[config.mk]
export PLATFORM = sky130hd
export DESIGN_NAME = bpsc_ctl
export DESIGN_NICKNAME = d
export VERILOG_FILES = /design/src/core/bpsc_ctl.v /design/src/core/bpsc_rate_corr.v /design/src/core/bpsc_wakeup_det.v
export VERILOG_INCLUDE_DIRS = /design/src /design/src/pkg
export SDC_FILE = /design/constraint.sdc
export NUM_CORES = 1
export LEC_CHECK = 0
export BUFFER_PORTS_ARGS = -buffer_cell sky130_fd_sc_hd__clkbuf_2
export CORE_MARGIN = 2
export CORE_UTILIZATION = 25
export DETAILED_ROUTE_END_ITERATION = 16
export PLACE_DENSITY_LB_ADDON = 0.25
export SYNTH_ARGS = -nofsm -noshare
export SYNTH_HDL_FRONTEND = slang
export SYNTH_SLANG_ARGS = --single-unit
[constraint.sdc]
create_clock -name clock -period 2.9 [get_ports clock]
set_input_delay 0.29 -clock clock [delete_from_list [all_inputs] [get_ports clock]]
set_output_delay 0.29 -clock clock [all_outputs]
set_load 0.02 [all_outputs]
[src/pkg/bpsc_regs.vh]
// Register offsets, field positions, reset values and command codes of the protocol control block.
`ifndef BPSC_REGS_VH
`define BPSC_REGS_VH
`define BPSC_ADDR_CMD 4'h0
`define BPSC_ADDR_STAT 4'h1
`define BPSC_ADDR_RCV 4'h2
`define BPSC_ADDR_CFG 4'h3
`define BPSC_ADDR_IRQ_STAT 4'h4
`define BPSC_ADDR_IRQ_MASK 4'h5
`define BPSC_ADDR_SYNC 4'h6
`define BPSC_CMD_READY 4'h2
`define BPSC_CMD_WAKEUP 4'h3
`define BPSC_CMD_RUN 4'h4
`define BPSC_CMD_HALT 4'h6
`define BPSC_CMD_FREEZE 4'h7
`define BPSC_CMD_CONFIG 4'h1
`define BPSC_CMD_LOOPBACK 4'h8
`define BPSC_CMD_ALLOW_COLDSTART 4'h9
`define BPSC_ST_DEFAULT_CONFIG 4'h0
`define BPSC_ST_CONFIG 4'h1
`define BPSC_ST_READY 4'h2
`define BPSC_ST_WAKEUP_LISTEN 4'h3
`define BPSC_ST_STARTUP 4'h4
`define BPSC_ST_NORMAL_ACTIVE 4'h5
`define BPSC_ST_NORMAL_PASSIVE 4'h6
`define BPSC_ST_HALT 4'h7
`define BPSC_ST_LOOP_BACK 4'h8
`define BPSC_ST_ABORT_STARTUP 4'h9
`define BPSC_SLM_SINGLE 2'h0
`define BPSC_BRP_10M 2'h0
`define BPSC_IRQ_WST 0
`define BPSC_IRQ_WUPA 1
`define BPSC_IRQ_WUPB 2
`define BPSC_IRQ_SFO 3
`define BPSC_IRQ_ABORT 4
`define BPSC_IRQ_BITS 5
`define BPSC_SLOT_OVF_BASE 11'h3FF
`define BPSC_RC_ADJ_CYCLES 2'h3
`endif

[src/core/bpsc_ctl.v]
// Protocol operation control, sync accounting and startup control.
//
// Function
// Damped rate correction reads zero in the 12-bit display field.
// Correction inside the damping range is applied as zero.
// Initial zero rate correction adjusts no earlier than three cycles later.
// Startup frames after more than the sync maximum are not counted.
// Sync overflow is not raised from slot counter reaching 1023 plus maximum.
// Late idle stops slot counting and sending for the segment.
// Prescaler 00 is 10 Mbit/s; loop back valid only there.
// Offset beyond limit after first even/odd pair enters abort startup.
// Valid wakeup pattern in listen goes ready and updates wakeup status.
// Continued pattern flags again at second following symbol.
// Ready command in ready is accepted and sets coldstart inhibit.
// Allow coldstart code 1001 clears coldstart inhibit.
// Slot mode holds after halt or freeze until halt to default config.
// Loop back entered from config starts acceptance filtering.
// Host places startup frames first and sets sync maximum high enough.
// Host programs initial offset one rather than zero.
// Host leaves halt by reset before loop back after freeze or halt.
// Commands invalid in the current state are ignored.
//
// The register addresses and the address-and-strobe port are this design's own decisions.
`timescale 1ns/10ps
`include "bpsc_regs.vh"
module bpsc_ctl #(
    parameter RCW = 12,
    parameter SLOTW = 11,
    parameter SYNCW = 4
) (
    // Clock, enable and reset.
    input wire clock,
    input wire srst,
    input wire ce,
    // Register port.
    input wire [3:0] addr,
    input wire [31:0] wdata,
    input wire wr,
    input wire rd,
    output reg [31:0] rdata,
    // Protocol events from the bus side.
    input wire cycle_start,
    input wire even_cycle,
    input wire sync_frame_rx,
    input wire startup_frame_rx,
    input wire dyn_slot_tick,
    input wire dyn_seg_end,
    input wire idle_late,
    input wire rc_calc_valid,
    input wire [RCW-1:0] rc_calc_value,
    input wire pair_done,
    input wire offset_over_limit,
    input wire startup_done,
    input wire [1:0] wus_rx,
    input wire [1:0] slot_mode_in,
    // Protocol outputs.
    output reg [3:0] poc_state,
    output wire [RCW-1:0] rate_correction_value,
    output reg [SYNCW-1:0] startup_count,
    output reg tx_enable,
    output reg slot_count_en,
    output reg accept_filter_en,
    output reg [1:0] baud_prescaler,
    output reg loopback_valid,
    output wire irq
);
    ////////////////////////////////////////////////////////////////////////
    reg [3:0] poc_state_next;
    reg [2:0] wakeup_status_vector;
    reg coldstart_inhibit_status;
    reg [1:0] slot_mode_status;
    reg [`BPSC_IRQ_BITS-1:0] irq_stat_reg;
    reg [`BPSC_IRQ_BITS-1:0] irq_mask_reg;
    reg [`BPSC_IRQ_BITS-1:0] irq_set;
    reg [RCW-1:0] drift_damping_reg;
    reg [SYNCW-1:0] sync_max_reg;
    reg [SYNCW:0] sync_count_reg;
    reg [SLOTW-1:0] dyn_slot_reg;
    reg [1:0] rc_hold_reg;
    reg dyn_stop_reg;
    wire [1:0] wup_flag;
    wire cmd_wr;
    wire [3:0] cmd;
    wire leave_listen;
    assign cmd_wr = ce && wr && (addr == `BPSC_ADDR_CMD);
    assign cmd = wdata[3:0];
    assign irq = |(irq_stat_reg & irq_mask_reg);
    assign leave_listen = (poc_state == `BPSC_ST_WAKEUP_LISTEN) && (|wup_flag);

    ////////////////////////////////////////////////////////////////////////
    bpsc_rate_corr #(.W(RCW)) u_rc (
        .clock(clock),
        .srst(srst),
        .ce(ce),
        .calc_valid(rc_calc_valid && (rc_hold_reg == 2'h0)),
        .calc_value(rc_calc_value),
        .drift_damping(drift_damping_reg),
        .rate_correction_value(rate_correction_value)
    );

    genvar ch;
    generate
        for (ch = 0; ch < 2; ch = ch + 1) begin : g_wu
            bpsc_wakeup_det u_wd (
                .clock(clock),
                .srst(srst),
                .ce(ce),
                .restart(leave_listen),
                .wus(wus_rx[ch]),
                .pattern(wup_flag[ch])
            );
        end
    endgenerate

    ////////////////////////////////////////////////////////////////////////
    // State transitions from host commands and protocol events.
    always @* begin
        poc_state_next = poc_state;
        if (cmd_wr) begin
            case (cmd)
                `BPSC_CMD_CONFIG: begin
                    if (poc_state == `BPSC_ST_DEFAULT_CONFIG || poc_state == `BPSC_ST_READY ||
                        poc_state == `BPSC_ST_LOOP_BACK)
                        poc_state_next = `BPSC_ST_CONFIG;
                    else if (poc_state == `BPSC_ST_HALT)
                        poc_state_next = `BPSC_ST_DEFAULT_CONFIG;
                end
                `BPSC_CMD_READY: begin
                    if (poc_state != `BPSC_ST_DEFAULT_CONFIG && poc_state != `BPSC_ST_HALT)
                        poc_state_next = `BPSC_ST_READY;
                end
                `BPSC_CMD_WAKEUP: begin
                    if (poc_state == `BPSC_ST_READY)
                        poc_state_next = `BPSC_ST_WAKEUP_LISTEN;
                end
                `BPSC_CMD_RUN: begin
                    if (poc_state == `BPSC_ST_READY)
                        poc_state_next = `BPSC_ST_STARTUP;
                end
                `BPSC_CMD_HALT, `BPSC_CMD_FREEZE: begin
                    if (poc_state != `BPSC_ST_DEFAULT_CONFIG && poc_state != `BPSC_ST_CONFIG)
                        poc_state_next = `BPSC_ST_HALT;
                end
                `BPSC_CMD_LOOPBACK: begin
                    if (poc_state == `BPSC_ST_CONFIG)
                        poc_state_next = `BPSC_ST_LOOP_BACK;
                end
                default: poc_state_next = poc_state;
            endcase
        end else begin
            case (poc_state)
                `BPSC_ST_WAKEUP_LISTEN: if (|wup_flag) poc_state_next = `BPSC_ST_READY;
                `BPSC_ST_STARTUP: begin
                    if (pair_done && offset_over_limit)
                        poc_state_next = `BPSC_ST_ABORT_STARTUP;
                    else if (startup_done)
                        poc_state_next = `BPSC_ST_NORMAL_ACTIVE;
                end
                `BPSC_ST_ABORT_STARTUP: poc_state_next = `BPSC_ST_STARTUP;
                default: poc_state_next = poc_state;
            endcase
        end
    end

    ////////////////////////////////////////////////////////////////////////
    always @* begin
        irq_set = {`BPSC_IRQ_BITS{1'b0}};
        irq_set[`BPSC_IRQ_WST] = leave_listen;
        irq_set[`BPSC_IRQ_WUPA] = wup_flag[0];
        irq_set[`BPSC_IRQ_WUPB] = wup_flag[1];
        // Overflow comes from the sync count alone, never the slot counter.
        irq_set[`BPSC_IRQ_SFO] = sync_frame_rx && (sync_count_reg == {1'b0, sync_max_reg});
        irq_set[`BPSC_IRQ_ABORT] = (poc_state_next == `BPSC_ST_ABORT_STARTUP) &&
                                   (poc_state != `BPSC_ST_ABORT_STARTUP);
    end

    always @(posedge clock) begin
        if (srst) begin
            poc_state <= `BPSC_ST_DEFAULT_CONFIG;
            wakeup_status_vector <= 3'h0;
            coldstart_inhibit_status <= 1'b1;
            slot_mode_status <= `BPSC_SLM_SINGLE;
            irq_stat_reg <= {`BPSC_IRQ_BITS{1'b0}};
            irq_mask_reg <= {`BPSC_IRQ_BITS{1'b0}};
            drift_damping_reg <= {RCW{1'b0}};
            sync_max_reg <= {SYNCW{1'b1}};
            sync_count_reg <= {(SYNCW+1){1'b0}};
            startup_count <= {SYNCW{1'b0}};
            dyn_slot_reg <= {SLOTW{1'b0}};
            dyn_stop_reg <= 1'b0;
            rc_hold_reg <= 2'h0;
            baud_prescaler <= `BPSC_BRP_10M;
            accept_filter_en <= 1'b0;
            rdata <= 32'h00000000;
        end else if (ce) begin
            poc_state <= poc_state_next;
            if (leave_listen)
                wakeup_status_vector <= {1'b0, wup_flag};
            if (cmd_wr && cmd == `BPSC_CMD_READY && poc_state_next == `BPSC_ST_READY)
                coldstart_inhibit_status <= 1'b1;
            else if (cmd_wr && cmd == `BPSC_CMD_ALLOW_COLDSTART && poc_state != `BPSC_ST_DEFAULT_CONFIG &&
                     poc_state != `BPSC_ST_CONFIG && poc_state != `BPSC_ST_HALT)
                coldstart_inhibit_status <= 1'b0;
            // Slot mode is kept in halt and only cleared on the way out to default config.
            if (poc_state == `BPSC_ST_HALT && poc_state_next == `BPSC_ST_DEFAULT_CONFIG)
                slot_mode_status <= `BPSC_SLM_SINGLE;
            else if (poc_state == `BPSC_ST_NORMAL_ACTIVE || poc_state == `BPSC_ST_NORMAL_PASSIVE)
                slot_mode_status <= slot_mode_in;
            // Sync and slot accounting restart each cycle, the startup count each even cycle.
            if (cycle_start) begin
                sync_count_reg <= {(SYNCW+1){1'b0}};
                if (even_cycle)
                    startup_count <= {SYNCW{1'b0}};
                dyn_slot_reg <= {SLOTW{1'b0}};
                dyn_stop_reg <= 1'b0;
            end else begin
                if (sync_frame_rx && sync_count_reg <= {1'b0, sync_max_reg})
                    sync_count_reg <= sync_count_reg + 1'b1;
                if (startup_frame_rx && even_cycle && sync_count_reg <= {1'b0, sync_max_reg})
                    startup_count <= startup_count + 1'b1;
                if (dyn_slot_tick && !dyn_stop_reg)
                    dyn_slot_reg <= dyn_slot_reg + 1'b1;
                if (idle_late)
                    dyn_stop_reg <= 1'b1;
                else if (dyn_seg_end)
                    dyn_stop_reg <= 1'b0;
            end
            // A fresh integration waits three cycles before taking a new correction.
            if (poc_state_next == `BPSC_ST_STARTUP && poc_state != `BPSC_ST_STARTUP)
                rc_hold_reg <= `BPSC_RC_ADJ_CYCLES;
            else if (cycle_start && rc_hold_reg != 2'h0)
                rc_hold_reg <= rc_hold_reg - 2'h1;
            if (poc_state_next == `BPSC_ST_LOOP_BACK)
                accept_filter_en <= 1'b1;
            else if (poc_state_next != poc_state)
                accept_filter_en <= 1'b0;
            if (wr && addr == `BPSC_ADDR_CFG && poc_state == `BPSC_ST_CONFIG) begin
                baud_prescaler <= wdata[1:0];
                drift_damping_reg <= wdata[RCW+7:8];
            end
            if (wr && addr == `BPSC_ADDR_SYNC && poc_state == `BPSC_ST_CONFIG)
                sync_max_reg <= wdata[SYNCW-1:0];
            if (wr && addr == `BPSC_ADDR_IRQ_MASK)
                irq_mask_reg <= wdata[`BPSC_IRQ_BITS-1:0];
            if (rd && addr == `BPSC_ADDR_IRQ_STAT)
                irq_stat_reg <= irq_set;
            else
                irq_stat_reg <= irq_stat_reg | irq_set;
            rdata <= 32'h00000000;
            if (rd) begin
                case (addr)
                    `BPSC_ADDR_STAT: rdata <= {22'h0, wakeup_status_vector, coldstart_inhibit_status,
                                               slot_mode_status, poc_state};
                    `BPSC_ADDR_RCV: rdata <= {{(32-RCW){1'b0}}, rate_correction_value};
                    `BPSC_ADDR_CFG: rdata <= {{(24-RCW){1'b0}}, drift_damping_reg, 6'h0, baud_prescaler};
                    `BPSC_ADDR_IRQ_STAT: rdata <= {{(32-`BPSC_IRQ_BITS){1'b0}}, irq_stat_reg};
                    `BPSC_ADDR_IRQ_MASK: rdata <= {{(32-`BPSC_IRQ_BITS){1'b0}}, irq_mask_reg};
                    `BPSC_ADDR_SYNC: rdata <= {{(16-SYNCW){1'b0}}, startup_count, {(16-SYNCW){1'b0}}, sync_max_reg};
                    default: rdata <= 32'h00000000;
                endcase
            end
        end
    end

    ////////////////////////////////////////////////////////////////////////
    // Late idle silences the node for the rest of the segment.
    always @* begin
        tx_enable = (poc_state == `BPSC_ST_NORMAL_ACTIVE || poc_state == `BPSC_ST_STARTUP) &&
                    !dyn_stop_reg;
        slot_count_en = !dyn_stop_reg;
        loopback_valid = (poc_state == `BPSC_ST_LOOP_BACK) && (baud_prescaler == `BPSC_BRP_10M);
    end
endmodule // bpsc_ctl

[src/core/bpsc_rate_corr.v]
// Rate correction damping and display value.
`timescale 1ns/10ps
module bpsc_rate_corr #(
    parameter W = 12
) (
    // Clock and control.
    input wire clock,
    input wire srst,
    input wire ce,
    // Calculation result.
    input wire calc_valid,
    input wire [W-1:0] calc_value,
    input wire [W-1:0] drift_damping,
    // Applied and displayed value.
    output reg [W-1:0] rate_correction_value
);
    wire signed [W-1:0] v;
    wire signed [W-1:0] d;
    wire in_damp;
    assign v = calc_value;
    assign d = drift_damping;
    // Values within the damping band are applied and displayed as zero.
    assign in_damp = (v <= d) && (v >= -d);
    always @(posedge clock) begin
        if (srst) begin
            rate_correction_value <= {W{1'b0}};
        end else if (ce && calc_valid) begin
            rate_correction_value <= in_damp ? {W{1'b0}} : calc_value;
        end
    end
endmodule // bpsc_rate_corr

[src/core/bpsc_wakeup_det.v]
// Wakeup symbol counter producing a pattern flag every second symbol.
`timescale 1ns/10ps
module bpsc_wakeup_det (
    // Clock and control.
    input wire clock,
    input wire srst,
    input wire ce,
    input wire restart,
    // Symbol seen on this channel.
    input wire wus,
    // Pattern detected.
    output wire pattern
);
    reg odd_reg;
    // The ready move restarts counting unless a symbol lands with it, so flags land every second symbol.
    assign pattern = wus && odd_reg;
    always @(posedge clock) begin
        if (srst) begin
            odd_reg <= 1'b0;
        end else if (ce) begin
            if (wus) begin
                odd_reg <= ~odd_reg;
            end else if (restart) begin
                odd_reg <= 1'b0;
            end
        end
    end
endmodule // bpsc_wakeup_det

# Word level (Yosys, flattened, before mapping)
# Index checks and enable logic that the tools add are counted.
# totals
register_bits	96
input_bits	68
out_inout_bits	59
word_cells	169
# op_classes
addsub	4
order_cmp	3
n_eq_ne	34
n_mux	36
bitwise	4
reduce_logical	70
# op_table
cell	n
case mux 20 bit (6 select lines)	1
two-way mux 4 bit	14
== test 4 x 3 -> 1 bit, second input constant	11
logical AND 1 bit	33
== test 4 x 2 -> 1 bit, second input constant	7
== test 4 bit, second input constant	6
case mux 4 bit (6 select lines)	1
AND reduction 2 bit	12
two-way mux 20 bit	1
nonzero test 2 bit	9
two-way mux 5 bit	3
== test 4 x 1 -> 1 bit, second input constant	3
greater-or-equal comparator 12 bit	1
<= comparator 12 bit	1
zero test 4 bit	3
two-way mux 12 bit	1
negator 12 bit	1
case mux 4 bit (3 select lines)	1
two-way mux 1 bit	10
two-way mux 2 bit	4
inequality test 4 x 3 -> 1 bit, second input constant	2
adder 5 x 1 -> 5 bit, second input constant	1
bitwise AND 5 bit	1
== test 5 x 4 -> 1 bit	1
other kinds (17)	23

# Longest topological paths before layout
# Gate-level depths: netlist (run 1).
# logic_depth
word_depth	10
ltp_mapped	14
ltp_nobuf	13

# Hierarchy
# A second synthesis (run 1) with hierarchy kept.
# unflattened
hier_cells	633
hier_area_um2	5280.1
# modules_own_cells
module	instances	cells_per_inst	area_per_inst_um2	seq_area_each_um2
bpsc_ctl	1	470	3963.8	1401.3
bpsc_rate_corr	1	153	1211.2	240.2
bpsc_wakeup_det	2	5	52.6	20.0

# Least setup slack after synthesis (run 1)
# No wires, ideal clock.
# synth_path
path_type	reg-to-reg
startpoint	reg drift_damping_reg[5]
endpoint	reg u_rc.rate_correction_value[10]
setup_time_ns	0.060
arrival_ns	2.619
required_time_ns	2.840
slack_ns	0.222
path_stages_with_launch	13
n_path_buf	1
period_less_slack_ns	2.678
path_cell_list	dfxtp_1 -> nor4_1 -> nand2_1 -> nor3_1 -> xnor2_1 -> ha_1 -> or4b_1 -> a21oi_1 -> o21ai_1 -> o21ai_1 -> clkbuf_1 -> a32oi_1 -> nand2_1
# synth_between
elab_chain_len	4
elab_cells_between_ends	5
classes_between	1 x add/sub; 2 x order compare; 1 x mux; 1 x reduce/logical
# synth_lines
item	line	source
start, declared	bpsc_ctl.v:75	reg [RCW-1:0] drift_damping_reg;
start signal, assigned	bpsc_ctl.v:185	drift_damping_reg <= {RCW{1'b0}};
start signal, assigned	bpsc_ctl.v:239	drift_damping_reg <= wdata[RCW+7:8];
negator 12 bit	bpsc_rate_corr.v:23	assign in_damp = (v <= d) && (v >= -d);
greater-or-equal comparator 12 bit	bpsc_rate_corr.v:23	
logical AND 1 bit *	bpsc_rate_corr.v:23	
two-way mux 12 bit *	bpsc_rate_corr.v:28	rate_correction_value <= in_damp ? {W{1'b0}} : calc_value;
end signal, assigned	bpsc_rate_corr.v:26	rate_correction_value <= {W{1'b0}};
end signal, assigned	bpsc_rate_corr.v:28	
end, declared	bpsc_rate_corr.v:15	output reg [W-1:0] rate_correction_value
# Mark *: on every way between the ends. The rest lies on a longest branch, timed or not.
# A chain may end at the register's enable or synchronous reset.

# Worst setup path after layout (run 1)
# layout_path
startpoint	reg drift_damping_reg[5]
endpoint	reg u_rc.rate_correction_value[3]
# The elaborated chain is that of the path after synthesis.

==> results of run 1 <==
==> power by group through the flow <==
| stage | registers [mW] | clock network [mW] | logic (mW) |
|---|---|---|---|
| finish | 1.22 | 1.27 | 0.459 |
| global placement | 1.24 | 0 | 0.457 |
| global route | 1.22 | 1.35 | 0.507 |
| floorplan | 1.25 | 0 | 0.283 |
| CTS | 1.21 | 1.31 | 0.459 |
| detailed placement | 1.24 | 0 | 0.458 |
==> layout by cell type, fill, tap and decap left out, types with 9 or more instances in the layout <==
cell type                   Yosys  layout
sky130_fd_sc_hd__o21ai_1       10      10
sky130_fd_sc_hd__a22oi_1       14      14
sky130_fd_sc_hd__nand3_1       14      14
sky130_fd_sc_hd__nor2b_1       11      11
sky130_fd_sc_hd__ha_1          31      31
sky130_fd_sc_hd__o21ai_0       28      28
sky130_fd_sc_hd__a32oi_1       21      21
sky130_fd_sc_hd__mux2i_1       26      26
sky130_fd_sc_hd__conb_1         1      12
sky130_fd_sc_hd__nand2_1       63      63
sky130_fd_sc_hd__clkbuf_16      0       9
sky130_fd_sc_hd__nor2_1        91      91
sky130_fd_sc_hd__nand4_1       10      10
sky130_fd_sc_hd__nor3_1        11      11
sky130_fd_sc_hd__buf_4         12      24
sky130_fd_sc_hd__inv_1         31      31
sky130_fd_sc_hd__dfxtp_1       84      84
sky130_fd_sc_hd__xnor2_1       10      10
sky130_fd_sc_hd__clkbuf_2       0      98
sky130_fd_sc_hd__a21oi_1       27      27
==> cell usage after synthesis (14+ instances only) <==
cell | n | area share [%]
sky130_fd_sc_hd__a21oi_1 | 27 | 2.5
sky130_fd_sc_hd__a22oi_1 | 14 | 1.9
sky130_fd_sc_hd__a32oi_1 | 21 | 3.4
sky130_fd_sc_hd__clkbuf_1 | 30 | 2.1
sky130_fd_sc_hd__dfxtp_1 | 84 | 31
sky130_fd_sc_hd__ha_1 | 31 | 7.2
sky130_fd_sc_hd__inv_1 | 31 | 2.1
sky130_fd_sc_hd__mux2i_1 | 26 | 4.8
sky130_fd_sc_hd__nand2_1 | 63 | 4.4
sky130_fd_sc_hd__nand3_1 | 14 | 1.3
sky130_fd_sc_hd__nor2_1 | 91 | 6.3
sky130_fd_sc_hd__o21ai_0 | 28 | 2.6
==> metrics by stage <==
| step | util [%] | instances | hold slack (ps) |
|---|---|---|---|
| floorplan | - | 684 | 434 |
| global placement | 29.4 | 1028 | 448 |
| detailed placement | 29.4 | 1028 | 455 |
| CTS | 31.0 | 1044 | 169 |
| global route | 31.0 | 1044 | 190 |
| finish | 31.0 | 1044 | 181 |
==> layer usage <==
layer	wire length, µm	share of wire, %
met4	423	2.4
met5	0	0
met1	8210	46
met3	1100	6.1
met2	8130	46
==> worst max-delay path by stage <==
stage	to	startpoint	slack, ps
2_1_floorplan	u_rc.rate_correction_value[10]	drift_damping_reg[5]	220
3_3_place_gp	u_rc.rate_correction_value[11]	drift_damping_reg[5]	190
3_5_place_dp	u_rc.rate_correction_value[11]	drift_damping_reg[5]	200
4_1_cts	u_rc.rate_correction_value[3]	drift_damping_reg[5]	190
5_1_grt	u_rc.rate_correction_value[1]	drift_damping_reg[5]	40
6_report	u_rc.rate_correction_value[3]	drift_damping_reg[5]	240
==> worst min-delay path: stages <==
cell and delay, ps:
sky130_fd_sc_hd__clkbuf_2 70, sky130_fd_sc_hd__mux2i_1 50, sky130_fd_sc_hd__nor2_1 80
==> cell families after synthesis <==
kind of cell | synth area share, %
AND/OR/NAND/NOR | 24.0
AO/OA/AOI/OAI | 22.4
buffers and inverters | 7.07
flip-flops | 31.1
adder cells (fa/ha/maj) | 7.17
multiplexers | 5.64
XOR/XNOR | 2.59
other | 0.0693
==> layout make-up <==
class / instances / area, µm² / area share [%]
multi-input combinational: 514 / 3400 / 51.8
inverter: 32 / 120 / 1.83
timing repair buffer: 123 / 691 / 10.5
clock buffer: 10 / 239 / 3.64
clock inverter: 6 / 86.3 / 1.31
sequential: 84 / 1680 / 25.6
tap: 275 / 344 / 5.24
==> results list, run 1 <==
* Data arrival time of the worst path: a little under 3000 ps
- The clock network accounts for between 40 and 50% of the total power.
- Final worst-path setup slack: 239 ps
- First-pass iteration count of the detailed router: 5
* Sum of buffers and inverters on the critical path: 1
- The run finished with clean final reports.
- The initialized floorplan defines 53 standard-cell rows.
- Port bufs: just under 100
* I/O pin total: 127
- After clock tree synthesis, the repair step resized 0 gates.
* Flop pwr share: between 40% and 50%
- Once detail routing completed, the nets flagged for antenna violations numbered 0.
* Worst-case register-to-register setup slack: 240 ps
- Net count reported at finish: between 800 and 900
- Initial antenna violation count: 0
* Global-route usage over all layers: 15.7%
- In this run the tightest slew margin relative to its limit is approximately 16%.
- Max-cap violations in this run came to 0.
- In this run the number of cells on the critical path is 12.
- For the pin with the worst max-slew slack, the measured transition is around 1300 ps.
- The synthesized design contains 0 enable-type register cells.
* RSZ-0062 raised after global routing: no
- DRC viols: 0
- For this run, the slowest stage of the critical path takes 430 ps.
* Number of clock sinks: between 80 and 90
- In this run, the combinational gates consume ~16% of the power.
* Final Slew Violations: 0
- Hold Vio Cnt, Final: 0
- Leakage: 2.84 nW
- Crit path kind: flop to flop
- Area growth from synthesis to layout: 21.3%
* Warning count from the yosys run: 0
* Proportion of total power due to net switching: 27.8%
- Internal power comes to between 2 and 2.5 mW.
- Buffers inserted to repair hold after CTS numbered 0.
- Floorplan core area: 21200 µm²
- Vertical extent of the die: roughly 150 µm
- After clock tree synthesis, the clock-pin slew on the worst setup and hold paths is approximately 60 ps.
- Final setup violation count: 0
* Placement Cell Area: between 6000 and 7000 µm²
* GRT busiest layer: met2
* Final-layout setup total negative slack: 0 ps
- Number of fill cells: between 2000 and 2500
* Required time of the worst setup path: around 3200 ps
- Worst Min Path Start: wdata[17]
- WL final: around 18000 µm
- Fraction of final layout cells sized beyond drive strength 1: 21.6%
- Sequential-to-total area share from yosys stat: roughly 31%
- Ant diodes: 0
* HPWL reported at the end of detailed placement: around 13000 µm
- The worst setup path is captured at a flop.
- On the final layout, the worst clock skew is ~4.9 ps.
- The worst-case IR drop observed on VDD is 0.241 mV.
- In this run the post-CTS setup repair buffer count came out at 0.
- The synthesized design contains 84 register bits.
* Count of vias placed by the detailed router: around 5300
* Total congestion overflow after global routing: 0
- Met2 Use GR: between 20% and 30%
* Capture endpoint of the worst hold path: drift_damping_reg[9]
- Layout Cell Area excl Fill: roughly 6600 µm²
* Number of flip-flops in the largest register: 20
- Final total power: between 2 and 3 mW
* Setup Slack @ Placement: between 200 and 250 ps
- Effective utilization at floorplan: about a quarter
- Met1 routing resource usage after global routing: between 20% and 30%
* Pin count of the biggest net entering global routing: between 70 and 80
- The most used flip-flop cell after synthesis is sky130_fd_sc_hd__dfxtp_1.
- In this run the deepest clock path goes through 2 buffers.
* Reg-to-reg startpoint: drift_damping_reg[5]
* 1st-iter DRT viols: 247
- Cell at the slowest stage of the critical path: sky130_fd_sc_hd__or4b_1
- Die Area: roughly 23000 µm²
* Die Wd: 151 µm
- Post-synthesis async set-or-reset flop share: 0%
* Switching Power: between 0.8 and 0.9 mW
- Global-route wire length before repair: between 20000 and 30000 µm
* Ratio of routed vias to standard cells: around 5.1
- Ordered cell list for the critical path: nor4_4 -> nand2_1 -> nor3_1 -> xnor2_1 -> ha_1 -> or4b_1 -> a21oi_1 -> o21ai_1 -> o21ai_1 -> buf_4 -> a32oi_1 -> nand2_1
- Vias in the first global route: 4877
- The tree is rooted in a sky130_fd_sc_hd__clkbuf_16.
* Power density over the cells: ~450 nW/µm²
- Counting I/O delays and the setup requirement, the final critical path takes about 2700 ps.
* Clock tree from TritonCTS: built
* Synth unique cells: 79
- The worst path uses about nine tenths of the clock period.
- Global routing usage on met3: 3.31%
* Worst min-delay path category: input port to flop
- STA classifies the critical path startpoint as a flop.
- Along the worst hold path, the cell count comes to 3.
- Delay-heaviest family, CP: simple AND/OR/NAND/NOR gates
* Worst Reg2Reg Path Length in Cells: 12
* Critical Path Fanout Max: 12
- Netlist area before placement: 5410 µm²
- In the synthesized netlist, the number of instances is between 600 and 700.
- The endpoint identified for the worst register-to-register timing path is u_rc.rate_correction_value[3].
- At the end of routability-driven placement, the weighted congestion stood at approximately 0.83.
- Fmax: roughly 380 MHz
* Clk Latency, worst-skew pair: 350 ps
- Buffers inserted during clock tree synthesis total 9.
- Htree depth: 3
- Detail-routed net length per standard cell: between 15 and 20 µm
* Avg Inst Size Synth: between 8 and 9 µm²
No activity file was read; power rests on OpenSTA's default activity.
==> run 2, diff against run 1 <==
Settings changed: ABC_AREA from default to 1, GPL_ROUTABILITY_DRIVEN from default to 0.
==> results list, run 2 <==
- Status: finished clean
- The worst-case setup margin in the final layout came to 91.5 ps (-147 ps).
* Worst supply voltage drop on vdd: 0.345 mV (+43%)
* Number of clock sinks: 84 (unchanged)
- The arrival time of data at the critical path endpoint came to 3020 ps (+70 ps).
- The critical path is of the flop to flop type.
- The routed length on met2 is 7630 µm (-6.2%).
- Post-route minimum period: 2810 ps (+147 ps)
- The slew at the pin closest to its max-slew limit came to 950 ps (-308 ps).
- I/O pin total: 127 (unchanged)
- The width of the chip is 146 µm (-3.1%).
- Most frequent cells in the layout: sky130_fd_sc_hd__nand2_1 (175), sky130_fd_sc_hd__clkbuf_2 (98), sky130_fd_sc_hd__a21oi_1 (92)
- Htree depth: 3 (unchanged)
- In the synthesized netlist the dominant register cell turns out to be sky130_fd_sc_hd__dfxtp_1.
* Final instance count without filler cells: 1145 (+9.7%)
- Final Slew Violations: 0 (unchanged)
- The distinct cell type count of the synthesized netlist is 41 (-48%).
- The number of diodes came to 0 (unchanged).
* Number of antenna-violating nets in the routed design: 0 (unchanged)
* Critical Path Fanout Max: 7 (-5)
- Combined area of the multi-input logic cells: 2950 µm² (-13%)
* RSZ-0062 raised after global routing: yes
- Most common cell in the netlist: sky130_fd_sc_hd__nand2_1
- Initial antenna violation count: 0 (unchanged)
- TritonCTS built the clock tree.
- Floorplan core area: 20000 µm² (-5.3%)
- Cell types with the largest area share after synthesis: sky130_fd_sc_hd__dfxtp_1 (33%), sky130_fd_sc_hd__nand2_1 (13%), sky130_fd_sc_hd__a21oi_1 (9.1%), sky130_fd_sc_hd__ha_1 (7.6%), sky130_fd_sc_hd__inv_1 (6.4%)
* Most frequent standard cell in the layout excluding fill and tap cells: sky130_fd_sc_hd__nand2_1
- The overall overflow remaining after global route is 0 (unchanged).
* Num CTS Buffers: 9 (unchanged)
- The clock latency reported for the late side of the worst-skew pair was 350 ps (about the same).
- The area share of the leading cell type in the synthesized netlist was 33.2% (+2.1 points).
- The proportion of synthesized chip area in sequential cells is 33.2% (+2.1 points).
- The min-delay analysis places its worst path in the category input port to flop.
* Vertical extent of the die: 146 µm (-3.1%)
- The achievable frequency came to 356 MHz (-5.3%).
* Detail-routed net length per standard cell: 14.7 µm (-14%)
* CTS root buf: sky130_fd_sc_hd__clkbuf_16
- Highest routed layer: met4
- The worst hold margin is 174 ps (-7.28 ps).
* Placement Cell Area: 5970 µm² (-4.1%)
* Number of fill cells: 2282 (-1.3%)
- Global-route wire length before repair: 26300 µm (-3.9%)
- Port bufs: 98 (unchanged)
- The end-of-flow core utilization came to 31.7% (+0.65 points).
* Netlist area before placement: 5070 µm² (-6.3%)
* Number of flip-flops in the largest register: 20 (unchanged)
- Vias in the first global route: 5023 (+3.0%)
- Most frequent cells after synthesis: sky130_fd_sc_hd__nand2_1 (179), sky130_fd_sc_hd__a21oi_1 (92), sky130_fd_sc_hd__inv_1 (87)
* Die Area: 21400 µm² (-6.1%)
- The vias after detailed routing came to 5272 (-0.038%).
- WL final: 16800 µm (-5.9%)
* Routed wire length on met3: 862 µm (-21%)
* Site Rows: 52 (-1.9%)
- The number of warning messages in the yosys log came to 0 (unchanged).
* Kind of capture point of the worst setup path: flop
- The power density over the cells came to 446 nW/µm² (-0.39%).
* Maximum Capacitance Violations: 0 (unchanged)
- Final setup violation count: 0 (unchanged)
- The register area came to 1680 µm² (+0.15%).
* Worst clock skew: 8.06 ps (+3.18 ps)
* Synth Register Bits: 84 (unchanged)
- The total instance count after detailed placement was 1127 (+9.6%).
- The number of failing hold endpoints at the final stage came to 0 (unchanged).
- Max clock buf depth: 2 (unchanged)
- The async set-or-reset flop fraction in the synthesized netlist is 0% (unchanged).
- DRC viols: 0 (unchanged)
- Number of synthesized flops with an enable pin: 0 (unchanged)
* Pin count of the biggest net entering global routing: 54 (-27%)
- The post-synthesis instance total is 754 (+12%).
* Largest area contributor in the synthesized netlist: sky130_fd_sc_hd__dfxtp_1
- Leakage: 2.87 nW (+1.1%)
- The overall track demand over capacity in global routing was 15.5% (-0.18 points).
- Layout Cell Area excl Fill: 6350 µm² (-3.3%)
- Relative to the synthesized area, the layout overhead comes to 25.2%.
* Share of the clock period used by the worst path after layout: 96.8% (+5.1 points)
- The synthesized area per cell was 6.73 µm² (-16%).
* Required time of the worst setup path: 3110 ps (-70 ps)
* Setup Slack @ Placement: -10.5 ps (-216 ps)
- The violation count after the first detailed-route iteration came to 378 (+53%).
* Net count reported at finish: 969 (+12%)
* Effective utilization at floorplan: 25.3% (-0.28 points)
- Max-slew headroom at the worst pin: 36.6% (+21 points)
- The first-pass iteration count of the detailed router is 5 (unchanged).
- Fraction of final layout cells sized beyond drive strength 1: 21.3% (-0.33 points)
- STA classifies the critical path startpoint as a flop.
- The average via count per standard cell came to 4.60 (-8.9%).
- HPWL reported at the end of detailed placement: 12900 µm (-4.2%)
- Metal-1 WL: 7940 µm (-3.2%)
- CTS clk-pin slew, worst paths: 70 ps (about the same)
## run 2: changes by cell type in the layout (fill, tap and decap cells not counted), sizes merged, moves of 25 or more
| cell | change |
|---|---|
| inv | +64 |
| nand2 | +119 |
| mux2i | -26 |
| nor2 | -25 |
| nand3 | +25 |
| a21oi | +66 |
## run 2: kinds of logic after synthesis
group	after synthesis	synth area share [%]
AND/OR/NAND/NOR	322	27.2
AO/OA/AOI/OAI	176	19.7
buffers and inverters	131	10.7
flip-flops	84	33.2
adder cells (fa/ha/maj)	31	7.65
XOR/XNOR	9	1.55
other	1	0.0739
## run 2: report_power, final
group | total, mW | switching [mW] | internal [mW]
Sequential | 1.21 | 0.0278 | 1.18
Clock | 1.19 | 0.517 | 0.672
Combinational | 0.439 | 0.289 | 0.150
Total | 2.83 | 0.833 | 2.00
## run 2: path summary, 6_finish.rpt
path                   startpoint                            end  slack (ps)  cells after the start
min reg2reg      accept_filter_en               accept_filter_en         460                      2
max reg2reg  drift_damping_reg[2]  u_rc.rate_correction_value[5]          90                     15
min                     idle_late                   dyn_stop_reg         170                      3
max          drift_damping_reg[2]  u_rc.rate_correction_value[5]          90                     15
## run 2: worst max-delay path: stages, from the launching register on
cell	delay, ps
sky130_fd_sc_hd__dfxtp_2	340
sky130_fd_sc_hd__nor3_4	200
sky130_fd_sc_hd__nand4_1	150
sky130_fd_sc_hd__nor2_2	200
sky130_fd_sc_hd__nand3_2	110
sky130_fd_sc_hd__nor3_2	220
sky130_fd_sc_hd__xor2_1	170
sky130_fd_sc_hd__ha_1	290
sky130_fd_sc_hd__a21oi_1	200
sky130_fd_sc_hd__o2111ai_2	150
sky130_fd_sc_hd__or2_4	250
sky130_fd_sc_hd__nand3_2	60
sky130_fd_sc_hd__nand2_2	70
sky130_fd_sc_hd__buf_6	150
sky130_fd_sc_hd__nand2_1	60
sky130_fd_sc_hd__a21oi_1	50
## run 2: what timing repair did
item | in CTS | in global routing
setup buffers | 0 | 2
gates resized for setup | 1 | 18
hold buffers | 0 | 0
endpoints found under the setup margin | 9 | 12
pin swaps | 0 | 8
## run 2: per-layer routing
| layer | up-vias | GRT usage (%) |
|---|---|---|
| met3 | 21 | 3.44 |
| met2 | 144 | 24.7 |
| met1 | 2387 | 20.8 |
| met4 | 0 | 5.10 |
| li1 | 2720 | - |
| met5 | - | 0 |
## run 2: cell type report
cell class / instances / area share [%]
clock buffer: 11 / 3.67
tap: 270 / 5.32
clock inverter: 5 / 0.966
sequential: 84 / 26.5
inverter: 97 / 5.73
timing repair buffer: 128 / 11.4
multi-input combinational: 550 / 46.4
## run 2: metrics by stage
step	power (mW)	TNS, ps
2_1_floorplan	1.51	0
3_3_place_gp	1.66	0
3_5_place_dp	1.66	-12.9
4_1_cts	2.85	0
5_1_grt	2.97	-1900
6_report	2.83	0
==> run 3, diff against run 2 <==
Settings changed: CORE_UTILIZATION 25 to 54, SLEW_MARGIN from default to 20.
==> results list, run 3 (synthesized netlist as in run 2, its figures left out) <==
* Worst clock skew: 11.6 ps (+3.54 ps)
- The fraction of layout cells with a size suffix above 1 is 24.2% (+3.0 points).
* Reg-to-reg startpoint: drift_damping_reg[0]
- Max clock buf depth: 2 (unchanged)
- The instance area after placement came to 5710 µm² (-4.4%).
- CTS root buf: sky130_fd_sc_hd__clkbuf_8
- Worst Reg2Reg Path Length in Cells: 18 (+3)
* 1st-iter DRT viols: 379 (+0.26%)
- Post-route minimum period: 3020 ps (+207 ps)
* Most frequent cells in the layout: sky130_fd_sc_hd__nand2_1 (163), sky130_fd_sc_hd__clkbuf_2 (98), sky130_fd_sc_hd__inv_1 (84)
- The wire length after detailed routing came to 14800 µm (-12%).
- TritonCTS built the clock tree.
- The worst-case setup margin in the final layout came to -115 ps (-207 ps).
- I/O pin total: 127 (unchanged)
- Max-slew headroom at the worst pin: 42.1% (+5.5 points)
- Actual transition at the worst max-transition pin: 867 ps (-83.1 ps)
- The area of all placed cells without fillers was 6180 µm² (-2.6%).
- The flip-flop count of the largest register after layout came to 20 (unchanged).
* First-pass iteration count of the detailed router: 5 (unchanged)
* Worst-case register-to-register setup slack: -120 ps (-210 ps)
- The final worst-path cycle share came to 104% (+7.1 points).
* Detail-routed net length per standard cell: 15.1 µm (+2.5%)
- The number of CTS-inserted buffers is 9 (unchanged).
* Number of hold buffers added after cts: 0 (unchanged)
- The critical path is of the flop to flop type.
- Setup Slack @ Placement: -31.1 ps (-20.5 ps)
- Maximum Capacitance Violations: 0 (unchanged)
- Final total power: 2.54 mW (-11%)
- Critical Path Fanout Max: 6 (-1)
* Port bufs: 98 (unchanged)
- Ratio of routed vias to standard cells: 5.62 (+22%)
* Floorplan core area: 9200 µm² (-54%)
- Clk Latency, worst-skew pair: 370 ps (+20 ps)
- Number of fill cells: 818 (-64%)
* Die Area: 10200 µm² (-53%)
* Count of vias placed by the detailed router: 5522 (+4.7%)
- The checks that failed: negative setup slack.
- Vertical extent of the die: 101 µm (-31%)
* RSZ-0062 raised after global routing: yes
- Final Slew Violations: 0 (unchanged)
- Power density over the cells: 410 nW/µm² (-8.2%)
- DRC viols: 0 (unchanged)
- The row count came to 35 (-33%).
* Data arrival time of the worst path: 3240 ps (+220 ps)
- Area growth from synthesis to layout: 21.9%
- The final HPWL from detailed placement came to 10800 µm (-17%).
- Ant diodes: 0 (unchanged)
- The TritonCTS sink count was 84 (unchanged).
* Worst min-delay path category: input port to flop
* Htree depth: 3 (unchanged)
- Net count reported at finish: 965 (-0.41%)
* Global-route wire length before repair: 23000 µm (-12%)
- The overall track demand over capacity in global routing is 28.2% (+13 points).
* Initial antenna violation count: 0 (unchanged)
- Kind of capture point of the worst setup path: flop
- Required time of the worst setup path: 3130 ps (+20 ps)
* Total congestion overflow after global routing: 0 (unchanged)
- The maximum number of pins on one net before global-route repair is 54 (unchanged).
* Status: complete, but fails checks
* Final setup violation count: 12 (+12)
- CP Launch Type: flop
- The number of cells on the worst hold path was 3 (unchanged).
- In this run the most critical hold path is launched from idle_late.
- The library cell used most frequently in the layout, excluding fill and tap cells, is sky130_fd_sc_hd__nand2_1.
- The remaining number of nets flagged by the antenna check after routing is 0 (unchanged).
- The clock edge transition at the registers on the reported setup and hold paths is 90 ps (+20 ps).
* Worst reg2reg path endpoint: u_rc.rate_correction_value[4]
- The worst hold path terminates at dyn_stop_reg.
* Leakage: 2.86 nW (-0.36%)
* Effective utilization at floorplan: 55.1% (+30 points)
* Hold Vio Cnt, Final: 0 (unchanged)
- The width of the chip is 101 µm (-31%).
- Fmax: 332 MHz (-6.9%)
* Worst supply voltage drop on vdd: 0.205 mV (-41%)
* Vias in the first global route: 5052 (+0.58%)
run 3: cell types whose count changed in the layout (fill, tap and decap cells not counted), sizes merged:
| cell | before | now |
|---|---|---|
| clkbuf | 109 | 110 |
| clkinv | 1 | 3 |
| buf | 30 | 25 |
| clkinvlp | 3 | 1 |
run 3: where the power goes:
group	switching, mW	total [mW]	leakage (nW)	internal, mW
Clock	0.447	0.873	0.0999	0.425
Sequential	0.0280	1.21	0.681	1.18
Combinational	0.297	0.457	2.08	0.161
run 3: worst max path at each step:
stage / end / depth (start not counted) / slack (ps) / start
2_1_floorplan: u_rc.rate_correction_value[1] / 17 / 100 / drift_damping_reg[0]
3_3_place_gp: u_rc.rate_correction_value[6] / 17 / 80 / drift_damping_reg[0]
3_5_place_dp: u_rc.rate_correction_value[4] / 20 / -30 / drift_damping_reg[0]
4_1_cts: u_rc.rate_correction_value[4] / 17 / 30 / drift_damping_reg[0]
5_1_grt: u_rc.rate_correction_value[11] / 18 / -260 / drift_damping_reg[0]
6_report: u_rc.rate_correction_value[4] / 18 / -120 / drift_damping_reg[0]
run 3: layer usage:
metal / global-route usage (%) / wire length, µm
met1: 36.5 / 6210
met4: 11.0 / 461
met3: 3.74 / 919
met5: 0 / 0
met2: 47.8 / 7190
run 3: layout make-up:
cell class / instances / area (µm²) / area share (%)
clock buffers: 11 / 141 / 2.29
flip-flops and latches: 84 / 1690 / 27.3
inverters: 97 / 367 / 5.93
well taps: 111 / 139 / 2.25
clock inverters: 5 / 60.1 / 0.971
repair buffers: 124 / 727 / 11.8
multi-input cells: 550 / 3060 / 49.5
run 3: timing repair:
action                     4_1_cts  5_1_grt
hold endpoints to repair         0        0
pin swaps                        0       16
buffers inserted                 0        7
setup endpoints to repair       12       12
gates cloned                     0        1
gates resized for setup          3       54
run 3: critical path, stage by stage, from the launching register on:
cell and delay, ps:
sky130_fd_sc_hd__dfxtp_4 370, sky130_fd_sc_hd__buf_6 120, sky130_fd_sc_hd__nor3_4 180, sky130_fd_sc_hd__nand4_1 160, sky130_fd_sc_hd__nor2_2 220, sky130_fd_sc_hd__nand3_2 130
sky130_fd_sc_hd__nor3_2 150, sky130_fd_sc_hd__xor2_1 170, sky130_fd_sc_hd__ha_1 290, sky130_fd_sc_hd__nand2_2 120, sky130_fd_sc_hd__nor2_4 50, sky130_fd_sc_hd__nand3_2 70
sky130_fd_sc_hd__o2111ai_2 120, sky130_fd_sc_hd__or2_4 280, sky130_fd_sc_hd__nand3_4 70, sky130_fd_sc_hd__nand2_4 70, sky130_fd_sc_hd__clkbuf_16 190, sky130_fd_sc_hd__nand2_2 60
sky130_fd_sc_hd__a21oi_2 50
run 3: through the flow:
stage	cells	TNS (ps)	hold WS, ps	utilization [%]
2_1_floorplan	765	0	438	-
3_3_place_gp	958	0	451	62.1
3_5_place_dp	958	-259	455	62.1
4_1_cts	974	0	150	64.4
5_1_grt	982	-2920	172	67.2
6_report	982	-1100	149	67.2
